File: src/design/csp_pkg.sv
// Constants and types for the codec serial frame port.
// Assumes a 100 MHz hclk and an AHB-Lite master with 32-bit data.
package csp_pkg;
  localparam longint CLK_HZ = 100_000_000;
  localparam longint BCLK_A_HZ = 12_288_000;
  localparam longint BCLK_B_HZ = 11_289_600;
  // Phase step per hclk for a bit clock that toggles at twice its rate
  localparam logic [31:0] NCO_INC_A = 32'((BCLK_A_HZ * 2 * (64'd1 << 32)) / CLK_HZ);
  localparam logic [31:0] NCO_INC_B = 32'((BCLK_B_HZ * 2 * (64'd1 << 32)) / CLK_HZ);
  localparam int WORD_BITS = 16;
  localparam int FRAME_BITS = 256;
  localparam logic [2:0] SLOTS_WIDE = 3'h6;
  localparam logic [2:0] SLOTS_NARROW = 3'h3;
  localparam longint INIT_TIME_MS = 171;
  localparam longint CHANGE_TIME_MS = 6;
  localparam int INIT_CYC = int'(INIT_TIME_MS * (CLK_HZ / 1000));
  localparam int CHANGE_CYC = int'(CHANGE_TIME_MS * (CLK_HZ / 1000));
  localparam int TX_DEPTH = 2;
  localparam logic [3:0] ADDR_CTRL = 4'h0;
  localparam logic [3:0] ADDR_STATUS = 4'h4;
  localparam logic [3:0] ADDR_TXDATA = 4'h8;
  localparam logic [3:0] ADDR_RXDATA = 4'hC;
  localparam int STATUS_OVR_BIT = 2;
  typedef struct packed {
    logic crystal_b;
    logic slot_count_select;
    logic frame_rate_select;
  } csp_ctrl_t;
  localparam csp_ctrl_t CTRL_RESET = 3'h0;
  typedef struct packed {
    logic master;
    logic tx_empty;
    logic tx_full;
    logic rx_overrun;
    logic rx_valid;
    logic ready;
  } csp_status_t;
  typedef struct packed {
    logic msel;
    logic bclk;
    logic fs;
    logic din;
    logic chain;
  } csp_pins_t;
  typedef enum logic [0:0] {
    CSP_IDLE = 1'b0,
    CSP_ACTIVE = 1'b1
  } csp_state_t;
endpackage : csp_pkg

File: src/design/csp_serial_port.sv
// Codec serial frame port: AHB-Lite registers, bit clock and frame sync
// master or slave, 16-bit slots with daisy-chain slot handover.
// Assumes all pins are asynchronous to hclk; early frame sync, one bit
// before the first slot, the same timing as the slot chain handover.
// Operation
// - master pin high drives bit clock, else input
// - master bit clock 12.288 or 11.2896 MHz
// - master bit clock runs without any gaps
// - master pin high drives frame sync, else input
// - frame rate bit 0: half rate, two samples
// - frame rate bit 1: full rate, one sample
// - ready after 171 ms, 6 ms after change
// - readback words out MSB first, three-state idle
// - chain input takes three or six slots
// - chain output high with last slot LSB
`timescale 1ns/1ns
module csp_serial_port #(
  parameter int INIT_CYCLES = csp_pkg::INIT_CYC,
  parameter int CHANGE_CYCLES = csp_pkg::CHANGE_CYC,
  parameter int FRAME_BITS = csp_pkg::FRAME_BITS,
  parameter int DEPTH = csp_pkg::TX_DEPTH
) (
  // Clock and reset
  input wire logic hclk,
  input wire logic hresetn,
  // AHB-Lite slave
  input wire logic hsel,
  input wire logic [31:0] haddr,
  input wire logic [1:0] htrans,
  input wire logic hwrite,
  input wire logic [2:0] hsize,
  input wire logic [31:0] hwdata,
  input wire logic hready,
  output logic hreadyout,
  output logic [31:0] hrdata,
  output logic hresp,
  // Serial bus pins
  input wire logic master_select_pin,
  input wire logic bit_clock_in,
  output logic bit_clock_out,
  output logic bit_clock_oe,
  input wire logic frame_sync_line_in,
  output logic frame_sync_line_out,
  output logic frame_sync_line_oe,
  input wire logic serial_in_line,
  output logic serial_out_line,
  output logic serial_out_oe,
  input wire logic slot_chain_in,
  output logic slot_chain_out
);
  localparam int FW = $clog2(FRAME_BITS);
  localparam int PW = (DEPTH > 1) ? $clog2(DEPTH) : 1;
  localparam int CW = $clog2(DEPTH + 1);
  localparam logic [FW-1:0] LAST_FULL = FW'(FRAME_BITS - 1);
  localparam logic [FW-1:0] LAST_HALF = FW'(FRAME_BITS / 2 - 1);
  localparam logic [3:0] LAST_BIT = 4'(csp_pkg::WORD_BITS - 1);

  csp_pkg::csp_pins_t sync1, s;
  csp_pkg::csp_ctrl_t ctrl;
  csp_pkg::csp_state_t state;
  logic bclk_d, bclk_q, fs_q, start_seen, chain_q, rx_valid, rx_ovr;
  logic [31:0] acc;
  logic [FW-1:0] bit_cnt;
  logic [2:0] slot;
  logic [3:0] bitn;
  logic [15:0] tx_sh, rx_sh, rx_word;
  logic [24:0] wait_cnt;
  logic dph_wr;
  logic [3:0] dph_addr;
  logic [15:0] mem [DEPTH];
  logic [PW-1:0] wr_ptr, rd_ptr;
  logic [CW-1:0] count;

  // Every pin passes two flops; only s is read
  always_ff @(posedge hclk or negedge hresetn) begin
    if (!hresetn) begin
      sync1 <= '0;
      s <= '0;
    end else begin
      sync1 <= {master_select_pin, bit_clock_in, frame_sync_line_in, serial_in_line,
                slot_chain_in};
      s <= sync1;
    end
  end

  wire master = s.msel;
  wire [31:0] inc = ctrl.crystal_b ? csp_pkg::NCO_INC_B : csp_pkg::NCO_INC_A;
  wire [32:0] next_acc = {1'b0, acc} + {1'b0, inc};
  wire tgl = next_acc[32];
  wire bclk_rise = master ? (tgl & ~bclk_q) : (s.bclk & ~bclk_d);
  wire bclk_fall = master ? (tgl & bclk_q) : (~s.bclk & bclk_d);
  wire [FW-1:0] frame_last = ctrl.frame_rate_select ? LAST_HALF : LAST_FULL;
  wire [FW-1:0] next_bit_cnt = (bit_cnt == frame_last) ? '0 : bit_cnt + 1'b1;
  wire [2:0] last_slot = (ctrl.slot_count_select ? csp_pkg::SLOTS_NARROW
                         : csp_pkg::SLOTS_WIDE) - 3'h1;
  wire ready = (wait_cnt == '0);
  wire active = (state == csp_pkg::CSP_ACTIVE);
  wire word_end = active & (bitn == LAST_BIT);
  wire load = (~active & start_seen & ready) | (word_end & (slot != last_slot));
  wire empty = (count == '0);
  wire full = (count == CW'(DEPTH));
  wire pop = bclk_rise & load & ~empty;
  wire [15:0] tx_word = empty ? 16'h0000 : mem[rd_ptr];

  // Bit clock: phase accumulator keeps the average rate exact, free running
  always_ff @(posedge hclk or negedge hresetn) begin
    if (!hresetn) begin
      acc <= '0;
      bclk_q <= 1'b0;
      bclk_d <= 1'b0;
    end else begin
      acc <= next_acc[31:0];
      bclk_q <= bclk_q ^ tgl;
      bclk_d <= s.bclk;
    end
  end
  assign bit_clock_out = bclk_q;
  assign bit_clock_oe = master;

  // Master frame counter; sync goes high for the bit before the frame
  always_ff @(posedge hclk or negedge hresetn) begin
    if (!hresetn) begin
      bit_cnt <= '0;
      fs_q <= 1'b0;
    end else if (bclk_rise) begin
      bit_cnt <= next_bit_cnt;
      fs_q <= (next_bit_cnt == frame_last);
    end
  end
  assign frame_sync_line_out = fs_q;
  assign frame_sync_line_oe = master;

  // Falling edge: sample start request and receive data
  always_ff @(posedge hclk or negedge hresetn) begin
    if (!hresetn) begin
      start_seen <= 1'b0;
      rx_sh <= '0;
    end else if (bclk_fall) begin
      start_seen <= (master ? fs_q : s.fs) | s.chain;
      if (active) begin
        rx_sh <= {rx_sh[14:0], s.din};
      end
    end
  end
  wire rx_done = bclk_fall & word_end;

  // Rising edge: slot sequencer and transmit shifter
  always_ff @(posedge hclk or negedge hresetn) begin
    if (!hresetn) begin
      state <= csp_pkg::CSP_IDLE;
      slot <= '0;
      bitn <= '0;
      tx_sh <= '0;
      chain_q <= 1'b0;
    end else if (bclk_rise) begin
      chain_q <= active & (bitn == LAST_BIT - 4'h1) & (slot == last_slot);
      case (state)
        csp_pkg::CSP_IDLE: begin
          if (load) begin
            state <= csp_pkg::CSP_ACTIVE;
            slot <= '0;
            bitn <= '0;
            tx_sh <= tx_word;
          end
        end
        csp_pkg::CSP_ACTIVE: begin
          if (word_end && slot == last_slot) begin
            state <= csp_pkg::CSP_IDLE;
          end else if (word_end) begin
            slot <= slot + 3'h1;
            bitn <= '0;
            tx_sh <= tx_word;
          end else begin
            bitn <= bitn + 4'h1;
            tx_sh <= {tx_sh[14:0], 1'b0};
          end
        end
        default: state <= csp_pkg::CSP_IDLE;
      endcase
    end
  end
  assign serial_out_line = tx_sh[15];
  assign serial_out_oe = active;
  assign slot_chain_out = chain_q;

  // AHB-Lite decode; only TXDATA writes to a full buffer wait
  wire acc_ok = hsel & htrans[1] & hready;
  wire in_map = (haddr[31:4] == 28'h0) & (haddr[1:0] == 2'h0);
  wire rd_rx = acc_ok & ~hwrite & in_map & (haddr[3:0] == csp_pkg::ADDR_RXDATA);
  wire stall = dph_wr & (dph_addr == csp_pkg::ADDR_TXDATA) & full;
  wire wr_go = dph_wr & ~stall;
  wire push = wr_go & (dph_addr == csp_pkg::ADDR_TXDATA);
  wire wr_ctrl = wr_go & (dph_addr == csp_pkg::ADDR_CTRL);
  wire ovr_clr = wr_go & (dph_addr == csp_pkg::ADDR_STATUS) & hwdata[csp_pkg::STATUS_OVR_BIT];
  wire csp_pkg::csp_ctrl_t new_ctrl = hwdata[2:0];
  wire rate_change = wr_ctrl & ((new_ctrl.crystal_b != ctrl.crystal_b) |
                     (new_ctrl.frame_rate_select != ctrl.frame_rate_select));
  wire csp_pkg::csp_status_t status = {master, empty, full, rx_ovr, rx_valid, ready};
  wire [31:0] rd_mux = (haddr[3:0] == csp_pkg::ADDR_CTRL) ? {29'h0, ctrl} :
                       (haddr[3:0] == csp_pkg::ADDR_STATUS) ? {26'h0, status} :
                       (haddr[3:0] == csp_pkg::ADDR_RXDATA) ? {16'h0, rx_word} : 32'h0;

  always_ff @(posedge hclk or negedge hresetn) begin
    if (!hresetn) begin
      dph_wr <= 1'b0;
      dph_addr <= '0;
      hrdata <= '0;
    end else if (hready) begin
      dph_wr <= acc_ok & hwrite & in_map;
      dph_addr <= haddr[3:0];
      hrdata <= (acc_ok & ~hwrite & in_map) ? rd_mux : 32'h0;
    end
  end
  assign hreadyout = ~stall;
  assign hresp = 1'b0;

  // Control, settle timer and receive flags; hardware set wins over clear
  always_ff @(posedge hclk or negedge hresetn) begin
    if (!hresetn) begin
      ctrl <= csp_pkg::CTRL_RESET;
      wait_cnt <= 25'(INIT_CYCLES);
      rx_word <= '0;
      rx_valid <= 1'b0;
      rx_ovr <= 1'b0;
    end else begin
      if (wr_ctrl) begin
        ctrl <= new_ctrl;
      end
      if (rate_change) begin
        wait_cnt <= 25'(CHANGE_CYCLES);
      end else if (!ready) begin
        wait_cnt <= wait_cnt - 25'h1;
      end
      if (rx_done) begin
        rx_word <= {rx_sh[14:0], s.din};
      end
      rx_valid <= rx_done | (rx_valid & ~rd_rx);
      rx_ovr <= (rx_done & rx_valid & ~rd_rx) | (rx_ovr & ~ovr_clr);
    end
  end

  // Transmit buffer; DEPTH must be a power of two so pointers wrap freely
  always_ff @(posedge hclk or negedge hresetn) begin
    if (!hresetn) begin
      wr_ptr <= '0;
      rd_ptr <= '0;
      count <= '0;
    end else begin
      if (push) begin
        wr_ptr <= wr_ptr + 1'b1;
      end
      if (pop) begin
        rd_ptr <= rd_ptr + 1'b1;
      end
      count <= count + CW'(push) - CW'(pop);
    end
  end
  always_ff @(posedge hclk) begin
    if (push) begin
      mem[wr_ptr] <= hwdata[15:0];
    end
  end

  property p_bclk_dir;
    @(posedge hclk) disable iff (!hresetn) bit_clock_oe == s.msel;
  endproperty
  a_bclk_dir: assert property (p_bclk_dir) else $error("bit clock drive wrong");
  property p_bclk_runs;
    @(posedge hclk) disable iff (!hresetn) master |-> ##[0:5] tgl;
  endproperty
  a_bclk_runs: assert property (p_bclk_runs) else $error("bit clock stopped");
  property p_bclk_rate;
    @(posedge hclk) disable iff (!hresetn) tgl |=> !tgl ##1 !tgl;
  endproperty
  a_bclk_rate: assert property (p_bclk_rate) else $error("bit clock too fast");
  property p_fs_dir;
    @(posedge hclk) disable iff (!hresetn) frame_sync_line_oe == master && !(fs_q && chain_q);
  endproperty
  a_fs_dir: assert property (p_fs_dir) else $error("frame sync drive wrong");
  property p_fs_pos;
    @(posedge hclk) disable iff (!hresetn) $rose(fs_q) |-> bit_cnt == frame_last;
  endproperty
  a_fs_pos: assert property (p_fs_pos) else $error("frame length wrong");
  property p_out_idle;
    @(posedge hclk) disable iff (!hresetn) $rose(serial_out_oe) |-> $past(ready && start_seen);
  endproperty
  a_out_idle: assert property (p_out_idle) else $error("output driven unasked");
  property p_tso_lsb;
    @(posedge hclk) disable iff (!hresetn)
      $rose(slot_chain_out) |-> bitn == LAST_BIT && slot == last_slot;
  endproperty
  a_tso_lsb: assert property (p_tso_lsb) else $error("chain out misplaced");
  property p_release;
    @(posedge hclk) disable iff (!hresetn) (slot_chain_out && bclk_rise) |=> !serial_out_oe;
  endproperty
  a_release: assert property (p_release) else $error("slots not released");
  property p_busy;
    @(posedge hclk) disable iff (!hresetn) !ready && !active |=> !active;
  endproperty
  a_busy: assert property (p_busy) else $error("started while settling");
  property p_rx_word;
    @(posedge hclk) disable iff (!hresetn) $rose(rx_valid) |-> $past(bitn) == LAST_BIT;
  endproperty
  a_rx_word: assert property (p_rx_word) else $error("word end wrong");
endmodule : csp_serial_port

File: config.mk
export PLATFORM = sky130hd
export DESIGN_NAME = csp_serial_port
export DESIGN_NICKNAME = d
export VERILOG_FILES = /design/src/design/csp_pkg.sv /design/src/design/csp_serial_port.sv
export SDC_FILE = /design/constraint.sdc
export NUM_CORES = 1
export LEC_CHECK = 0
export ABC_CLOCK_PERIOD_IN_PS = 8400
export BUFFER_PORTS_ARGS = -buffer_cell sky130_fd_sc_hd__buf_4
export CAP_MARGIN = 20
export CELL_PAD_IN_SITES_DETAIL_PLACEMENT = 1
export CELL_PAD_IN_SITES_GLOBAL_PLACEMENT = 1
export CORE_UTILIZATION = 30
export CTS_BUF_LIST = sky130_fd_sc_hd__clkbuf_4
export CTS_CLUSTER_SIZE = 14
export DETAILED_ROUTE_END_ITERATION = 7
export HOLD_SLACK_MARGIN = 0.12
export PLACE_DENSITY = 0.62
export SLEW_MARGIN = 20
export SYNTH_ARGS = -nofsm -noshare
export SYNTH_HDL_FRONTEND = slang
export SYNTH_SLANG_ARGS = --single-unit
export TNS_END_PERCENT = 10
File: constraint.sdc
create_clock -name hclk -period 8.4 [get_ports hclk]
set_clock_uncertainty 0.2 [all_clocks]
set_input_delay 0.84 -clock hclk [delete_from_list [all_inputs] [get_ports hclk]]
set_output_delay 0.84 -clock hclk [all_outputs]
set_load 0.02 [all_outputs]
==> flow_metrics.env, run 1 <==
export IMPL_drt_iter0_drc=316
export IMPL_hp_class="reg2reg"
export IMPL_cp_cell_sequence="inv_1, ha_1, nor3b_1, and3_1, nand2_1, o21ai_0, o21a_1, and3_1, ha_1, nand2_1, o21a_1, nor3_2, buf_4, mux2_2"
export IMPL_critPathBufInv=2
export IMPL_cp_data_arrival_time_ps=5620
export IMPL_synthArstFlopShare_pct=83.8
export IMPL_max_slew_worst_pin_slew_ps=1010
export IMPL_period_minus_slack_ps=5330
export IMPL_crit_start="ctrl[2]$_DFFE_PN0P_"
export IMPL_final_cell_mix="dfrtp_1 (155), buf_4 (89), nor2_1 (58), mux2_2 (51), nand2_1 (47)"
export IMPL_max_slew_margin_pct=32.9
export IMPL_layout_commonest_cell="dfrtp_1"
export IMPL_drv_cap=0
export IMPL_cp_top_family="simple AND/OR/NAND/NOR gates"
export IMPL_ir_drop_v=0.0000641
export IMPL_cts_resized=0
export IMPL_vias=6330
export IMPL_start_kind="flop"
export IMPL_wl_per_cell_um=15.6
export IMPL_drc=0
export IMPL_diodes=0
export IMPL_clk_path_buf_depth=2
export IMPL_critPathKind="reg2reg"
export IMPL_nFillCells=3388
export IMPL_via_per_inst=4.86
export IMPL_yosysWarnings=0
export IMPL_p_per_area_nw_per_um2=163
export IMPL_row_count=64
export IMPL_clock_latency_ps=580
export IMPL_ys_seq_area_share_pct=54.8
export IMPL_start_util_pct=30.4
export IMPL_core_area_sq_um=30600
export IMPL_die_area_sq_um=31800
export IMPL_synth_ff_type="dfrtp_1"
export IMPL_io_pin_count=120
export IMPL_crit_cells=14
export IMPL_groute_usage_overall_pct=13.5
export IMPL_crit_end="tx_sh[10]$_DFFE_PN0P_"
export IMPL_outcome="finished clean"
export IMPL_crit_path_end_kind="flop"
export IMPL_synth_edf_count=32
export IMPL_post_cts_setup_buffer_count=0
export IMPL_min_period_over_period_pct=63.4
export IMPL_fmax_mhz=188
export IMPL_numCtsBuffers=17
export IMPL_fp_dieH_um=178
export IMPL_regArea_sq_um=5100
export IMPL_setup_tns_final_ps=0
export IMPL_htree_levels=4
export IMPL_grt_pass1_wl_um=34200
export IMPL_antenna_found_initial=0
export IMPL_first_global_vias=6686
export IMPL_die_w_um=178
export IMPL_setup_violations=0
export IMPL_ys_seq_elements=197
export IMPL_crit_path_max_incr_delay_ps=710
export IMPL_wirelength_um=20300
export IMPL_r2r_start="ctrl[2]$_DFFE_PN0P_"
export IMPL_root_buffer="clkbuf_4"
export IMPL_overflow=0
export IMPL_reg2reg_depth=14
export IMPL_slew_violations=0
export IMPL_cts_tree="done"
export IMPL_rsz0062_at_grt="false"
export IMPL_ant_nets=0
export IMPL_rrSetupSlack_ps=3070
export IMPL_finalHoldWorstSlack_ps=172
export IMPL_cp_slowest_cell="nor3_2"
export IMPL_multi_input_comb_area_sq_um=3900
export IMPL_area_growth_syn_to_layout_pct=14.4
export IMPL_final_hold_viol_count=0
export IMPL_critical_path_required_ps=8690
export IMPL_leakage_uw=0.00460
export IMPL_cts_sinks=197
export IMPL_path_clk_slew_ps=190
export IMPL_crit_path_max_fanout=17
export IMPL_port_buffers=82
export IMPL_place_hpwl_um=14500
export IMPL_first_pass_iters=6
export IMPL_hold_buffers=6
export IMPL_synth_cell_area_sq_um=9310
export IMPL_finalNetCount=999
export IMPL_gp_congestion=0.745
export IMPL_synthCells=810
export IMPL_grt_max_degree=62
export IMPL_syn_area_per_cell_sq_um=11.5
export IMPL_ys_types=65
export IMPL_drive_gt1_share_pct=21.7
export IMPL_rr_endpoint="tx_sh[10]$_DFFE_PN0P_"
## layer usage
layer / part of all wire [%] / up-vias / global-route usage, %
met4: 0.73 / 0 / 3.46
met3: 1.9 / 10 / 2.26
li1: - / 3050 / -
met2: 49 / 44 / 22.6
met1: 48 / 3226 / 18.0
met5: 0 / - / 0
## state kept, by name, indices dropped and copies added, names as in the netlist, 2 cells and up
signal and count:
s 4, ctrl 3, count 2, wait_cnt 25
hrdata 16, sync1 5, mem 32, acc 32
dph_addr 4, slot 3, tx_sh 16, rx_word 16
rx_sh 15, bit_cnt 8, bitn 4
## Yosys cell counts (3+ instances only)
| cell | n | area share [%] |
|---|---|---|
| mux2_2 | 51 | 6.2 |
| nor4_1 | 10 | 0.67 |
| nand4b_1 | 3 | 0.28 |
| edfxtp_1 | 32 | 10 |
| o21ai_0 | 32 | 1.7 |
| clkbuf_1 | 22 | 0.89 |
| a211oi_1 | 3 | 0.24 |
| o211ai_1 | 8 | 0.64 |
| a31oi_1 | 10 | 0.67 |
| xnor2_1 | 33 | 3.1 |
| buf_2 | 3 | 0.16 |
| nor3_2 | 3 | 0.32 |
| buf_4 | 21 | 1.7 |
| a21oi_1 | 25 | 1.3 |
| nand4_1 | 11 | 0.74 |
| a22o_1 | 13 | 1.2 |
| or3_1 | 8 | 0.54 |
| and2_1 | 5 | 0.34 |
| mux2i_1 | 18 | 1.9 |
| nor2_1 | 58 | 2.3 |
| nand2_1 | 47 | 1.9 |
| or4_1 | 6 | 0.48 |
| nand3_1 | 22 | 1.2 |
| and3_1 | 10 | 0.67 |
| o31ai_1 | 18 | 1.5 |
| o2bb2ai_1 | 6 | 0.56 |
| dfrtp_1 | 155 | 42 |
| inv_1 | 28 | 1.1 |
| nor4b_1 | 4 | 0.38 |
| a21o_1 | 9 | 0.73 |
| xor2_1 | 26 | 2.4 |
| nand2b_1 | 9 | 0.60 |
| ha_1 | 27 | 3.6 |
| nor3_1 | 21 | 1.1 |
| o21a_1 | 5 | 0.40 |
| dfstp_2 | 10 | 2.8 |
## area by class of cell
type                       count  share of cell area [%]
sequential                   197                    47.9
multi-input combinational    552                    36.6
timing repair buffer          96                    6.94
tap                          396                    4.65
clock inverter                15                    1.71
clock buffer                  17                    1.20
inverter                      29                    1.02
## logic make-up (layout without fill, tap and decap cells)
kind of cell    Yosys count  count (layout)  synth area share [%]
compound gates          146             146                  10.5
xor+xnor                 59              59                  5.55
fa+ha+maj                27              27                  3.63
buf+inv                  77             157                  3.99
flops                   197             197                  54.8
mux                      71              71                  8.34
other cells               1              17                0.0403
simple gates            232             232                  13.1
## stage by stage
| step | util [%] | total power [uW] | instances | instance area (sq um) | worst slack, ps |
|---|---|---|---|---|---|
| after floorplan | - | 1170 | 826 | 9370 | 3950 |
| after global placement | 33.6 | 1230 | 1264 | 10300 | 2930 |
| after detailed placement | 33.6 | 1230 | 1264 | 10300 | 2910 |
| after CTS | 34.8 | 1770 | 1302 | 10700 | 2940 |
| after global routing | 34.8 | 1830 | 1302 | 10700 | 2520 |
| final | 34.8 | 1730 | 1302 | 10700 | 3070 |
## worst min-delay path by stage
stage | depth (start not counted) | start | end
after floorplan | 0 | sync1[4]$_DFF_PN0_ | bit_clock_oe$_DFF_PN0_
after global placement | 0 | sync1[4]$_DFF_PN0_ | bit_clock_oe$_DFF_PN0_
after detailed placement | 0 | sync1[3]$_DFF_PN0_ | s[3]$_DFF_PN0_
after CTS | 1 | hwdata[10] | mem[1][10]$_DFFE_PP_
after global routing | 1 | hwdata[6] | mem[0][6]$_DFFE_PP_
final | 0 | sync1[0]$_DFF_PN0_ | s[0]$_DFF_PN0_
## power by group
group	leakage, uW	switching, uW	internal [uW]	total, uW
combinational	0.00206	85.4	74.4	160
clock	0.000164	381	143	524
sequential	0.00238	42.8	1010	1050
total	0.00460	509	1230	1730
(Power assumes the default switching activity.)
==> run 2: changes to the inputs <==
--- a/config.mk
+++ b/config.mk
@@ -5,7 +5,8 @@
 export SDC_FILE = /design/constraint.sdc
 export NUM_CORES = 1
 export LEC_CHECK = 0
-export ABC_CLOCK_PERIOD_IN_PS = 8400
+export ABC_AREA = 1
+export ABC_CLOCK_PERIOD_IN_PS = 4900
 export BUFFER_PORTS_ARGS = -buffer_cell sky130_fd_sc_hd__buf_4
 export CAP_MARGIN = 20
 export CELL_PAD_IN_SITES_DETAIL_PLACEMENT = 1
@@ -15,7 +16,7 @@
 export CTS_CLUSTER_SIZE = 14
 export DETAILED_ROUTE_END_ITERATION = 7
 export HOLD_SLACK_MARGIN = 0.12
-export PLACE_DENSITY = 0.62
+export PLACE_DENSITY = 0.67
 export SLEW_MARGIN = 20
 export SYNTH_ARGS = -nofsm -noshare
 export SYNTH_HDL_FRONTEND = slang
==> constraint.sdc (replaced) <==
create_clock -name hclk -period 4.9 [get_ports hclk]
set_clock_uncertainty 0.2 [all_clocks]
set_input_delay 0.49 -clock hclk [delete_from_list [all_inputs] [get_ports hclk]]
set_output_delay 0.49 -clock hclk [all_outputs]
set_load 0.02 [all_outputs]
==> run 2 against run 1 <==
Compared with the run above: critical path type unchanged; critical endpoint is now count[1]$_DFF_PN0_; count of clock-buffer cells in the layout increased by 1; combinational power increased to 9.7 times the previous value; worst hold slack got worse by 2.3 ps; via count increased by 42%; global-route usage increased by 3.1 points; power increased to 2.6 times the previous value; non-clock buffer count increased by 31; setup slack got worse by 2300 ps; highest routed layer unchanged; synthesized cell count increased by 69%; routed wire length increased by 39%.
==> flow_metrics.env, run 2 <==
export IMPL_start_kind="flop"
export IMPL_root_buffer="clkbuf_4"
export IMPL_reg_top3="acc x32, mem x32, wait_cnt x25"
export IMPL_vias=8991
export IMPL_synth_ff_type="dfrtp_1"
export IMPL_overflow=0
export IMPL_yosysWarnings=0
export IMPL_cp_cell_sequence="inv_1, ha_1, nand2_1, nor2_1, inv_1, nor2_1, nand2_1, nand2_1, nand2_1, a21oi_1, ha_1, nand2_1, nand2_1, clkinv_1, nor2_1, nand2_1, inv_1, ha_1, inv_1, ha_1, xnor2_1, xor2_1"
export IMPL_ys_seq_elements=197
export IMPL_critical_path_required_ps=5250
export IMPL_drive_gt1_share_pct=10.4
export IMPL_hold_start="haddr[5]"
export IMPL_via_per_inst=4.60
export IMPL_synthArstFlopShare_pct=83.8
export IMPL_crit_path_max_fanout=10
export IMPL_crit_path_end_kind="flop"
export IMPL_rsz0062_at_grt="false"
export IMPL_critPathKind="reg2reg"
export IMPL_synth_top_area_share_pct=36.9
export IMPL_slew_violations=0
export IMPL_ant_nets=0
export IMPL_r2r_start="ctrl[2]$_DFFE_PN0P_"
export IMPL_crit_path_max_incr_delay_ps=410
export IMPL_groute_usage_overall_pct=16.5
export IMPL_min_to="hrdata[0]$_DFFE_PN0P_"
export IMPL_final_cell_mix="nand2_1 (424), nor2_1 (184), inv_1 (159), dfrtp_1 (155), nand3_1 (92)"
export IMPL_reg2reg_depth=22
export IMPL_rrSetupSlack_ps=730
export IMPL_yosysTopAreaCell="dfrtp_1"
export IMPL_pwr_share_clk_pct=20.7
export IMPL_path_clk_slew_ps=170
export IMPL_hp_class="in2reg"
export IMPL_max_slew_margin_pct=38.6
export IMPL_htree_levels=4
export IMPL_p_switching_uw=1780
export IMPL_io_pin_count=120
export IMPL_row_count=68
export IMPL_cts_tree="done"
export IMPL_outcome="finished clean"
export IMPL_p_per_area_nw_per_um2=375
export IMPL_p_comb_share_pct=34.0
export IMPL_cts_sinks=197
export IMPL_hold_buffers=37
export IMPL_max_slew_worst_pin_slew_ps=919
export IMPL_grt_pass1_wl_um=47300
export IMPL_place_hpwl_um=20700
export IMPL_ys_seq_area_share_pct=48.5
export IMPL_numCtsBuffers=17
export IMPL_die_w_um=189
export IMPL_drt_iter0_drc=300
export IMPL_min_period_over_period_pct=85.2
export IMPL_wl_per_cell_um=14.5
export IMPL_clock_latency_ps=620
export IMPL_synth_edf_count=32
export IMPL_gp_congestion=0.833
export IMPL_synthTopCellsByCount="nand2_1 (424), nor2_1 (185), inv_1 (159)"
export IMPL_syn_area_per_cell_sq_um=7.69
export IMPL_swShare_pct=38.9
export IMPL_period_minus_slack_ps=4170
export IMPL_clk_path_buf_depth=2
export IMPL_synthCells=1367
export IMPL_synth_cell_area_sq_um=10500
export IMPL_hold_depth=8
export IMPL_grt_max_degree=105
export IMPL_setup_violations=0
export IMPL_die_area_sq_um=35800
export IMPL_ir_drop_v=0.000230
export IMPL_first_global_vias=9418
export IMPL_cts_resized=0
export IMPL_rr_endpoint="count[1]$_DFF_PN0_"
export IMPL_ys_types=40
export IMPL_drv_cap=0
export IMPL_cp_data_arrival_time_ps=4530
export IMPL_leakage_uw=0.00588
export IMPL_power_frac_seq_pct=45.3
export IMPL_yosysMostFrequentCell="nand2_1"
export IMPL_path_common_cell="nand2_1"
export IMPL_finalHoldWorstSlack_ps=170
export IMPL_crit_start="ctrl[2]$_DFFE_PN0P_"
export IMPL_post_cts_setup_buffer_count=0
export IMPL_cp_slowest_cell="dfrtp_1"
export IMPL_finalNetCount=1590
export IMPL_final_hold_viol_count=0
export IMPL_wirelength_um=28300
export IMPL_port_buffers=82
export IMPL_antenna_found_initial=1
export IMPL_layout_commonest_cell="nand2_1"
export IMPL_start_util_pct=30.4
export IMPL_p_int_uw=2800
export IMPL_fmax_mhz=240
export IMPL_area_growth_syn_to_layout_pct=16.2
export IMPL_yosys_top_cells_area="dfrtp_1 (37%), nand2_1 (15%), edfxtp_1 (9.1%), nor2_1 (6.6%), inv_1 (5.7%)"
export IMPL_drc=0
export IMPL_first_pass_iters=4
export IMPL_fp_dieH_um=189
export IMPL_setup_tns_final_ps=0
export IMPL_core_area_sq_um=34500
[run 2: changes by cell type after synthesis, sizes merged, moves of 52 or more]
cell	delta
mux2	-52
nand3	+70
inv	+131
nor2	+135
nand2	+382
o21ai	+65
[run 2: per-layer routing]
layer / share of wire (%) / GRT usage (%) / routed length, um
met1: 47 / 20.7 / 13200
met4: 1.3 / 4.40 / 380
met5: 0 / 0 / 0
met3: 1.9 / 2.39 / 542
met2: 50 / 29.6 / 14200
[run 2: cells by family after synthesis]
group	synth area share, %
compound gates	7.15
xor+xnor	2.25
other cells	0.0357
fa+ha+maj	3.21
flops	48.5
mux	0.107
buf+inv	8.44
simple gates	30.3
[run 2: critical path, delay by kind of cell, from the launching register on]
family / cells / cell delay, ps
flip-flops: 1 / 410
XOR/XNOR: 2 / 300
adder cells (fa/ha/maj): 4 / 860
AO/OA/AOI/OAI: 1 / 250
AND/OR/NAND/NOR: 10 / 1250
buffers and inverters: 5 / 830
[run 2: power by group through the flow]
stage	clock network (uW)	logic, uW	registers (uW)
after floorplan	0	1130	2050
final	950	1550	2070
after global routing	1040	1810	2110
after detailed placement	0	1540	2110
after CTS	990	1580	2080
after global placement	0	1480	2100
[run 2: area by class of cell]
class                           instances  area, sq um
Sequential cell                       197         5100
Clock buffer                           18          135
Antenna cell                            1         2.50
Fill cell                            4324        22300
Inverter                              161          604
Timing Repair Buffer                  127         1060
Multi-Input combinational cell        980         4590
Clock inverter                         14          159
Tap cell                              455          569
[run 2: worst max path at each step]
stage	slack, ps	cells past startpoint	to
after CTS	570	22	count[1]$_DFF_PN0_
after detailed placement	630	22	count[1]$_DFF_PN0_
after global placement	790	22	count[1]$_DFF_PN0_
after floorplan	1210	22	count[1]$_DFF_PN0_
after global routing	150	22	count[1]$_DFF_PN0_
final	730	22	count[1]$_DFF_PN0_
[run 2: stage by stage]
stage	total power [uW]	setup slack (ps)	area, sq um	std cells	util [%]
after global placement	3590	790	11600	1883	33.5
final	4580	727	12200	1953	35.4
after detailed placement	3650	626	11600	1883	33.5
after CTS	4640	572	12200	1952	35.4
after global routing	4960	150	12200	1953	35.4
after floorplan	3180	1210	10600	1383	-
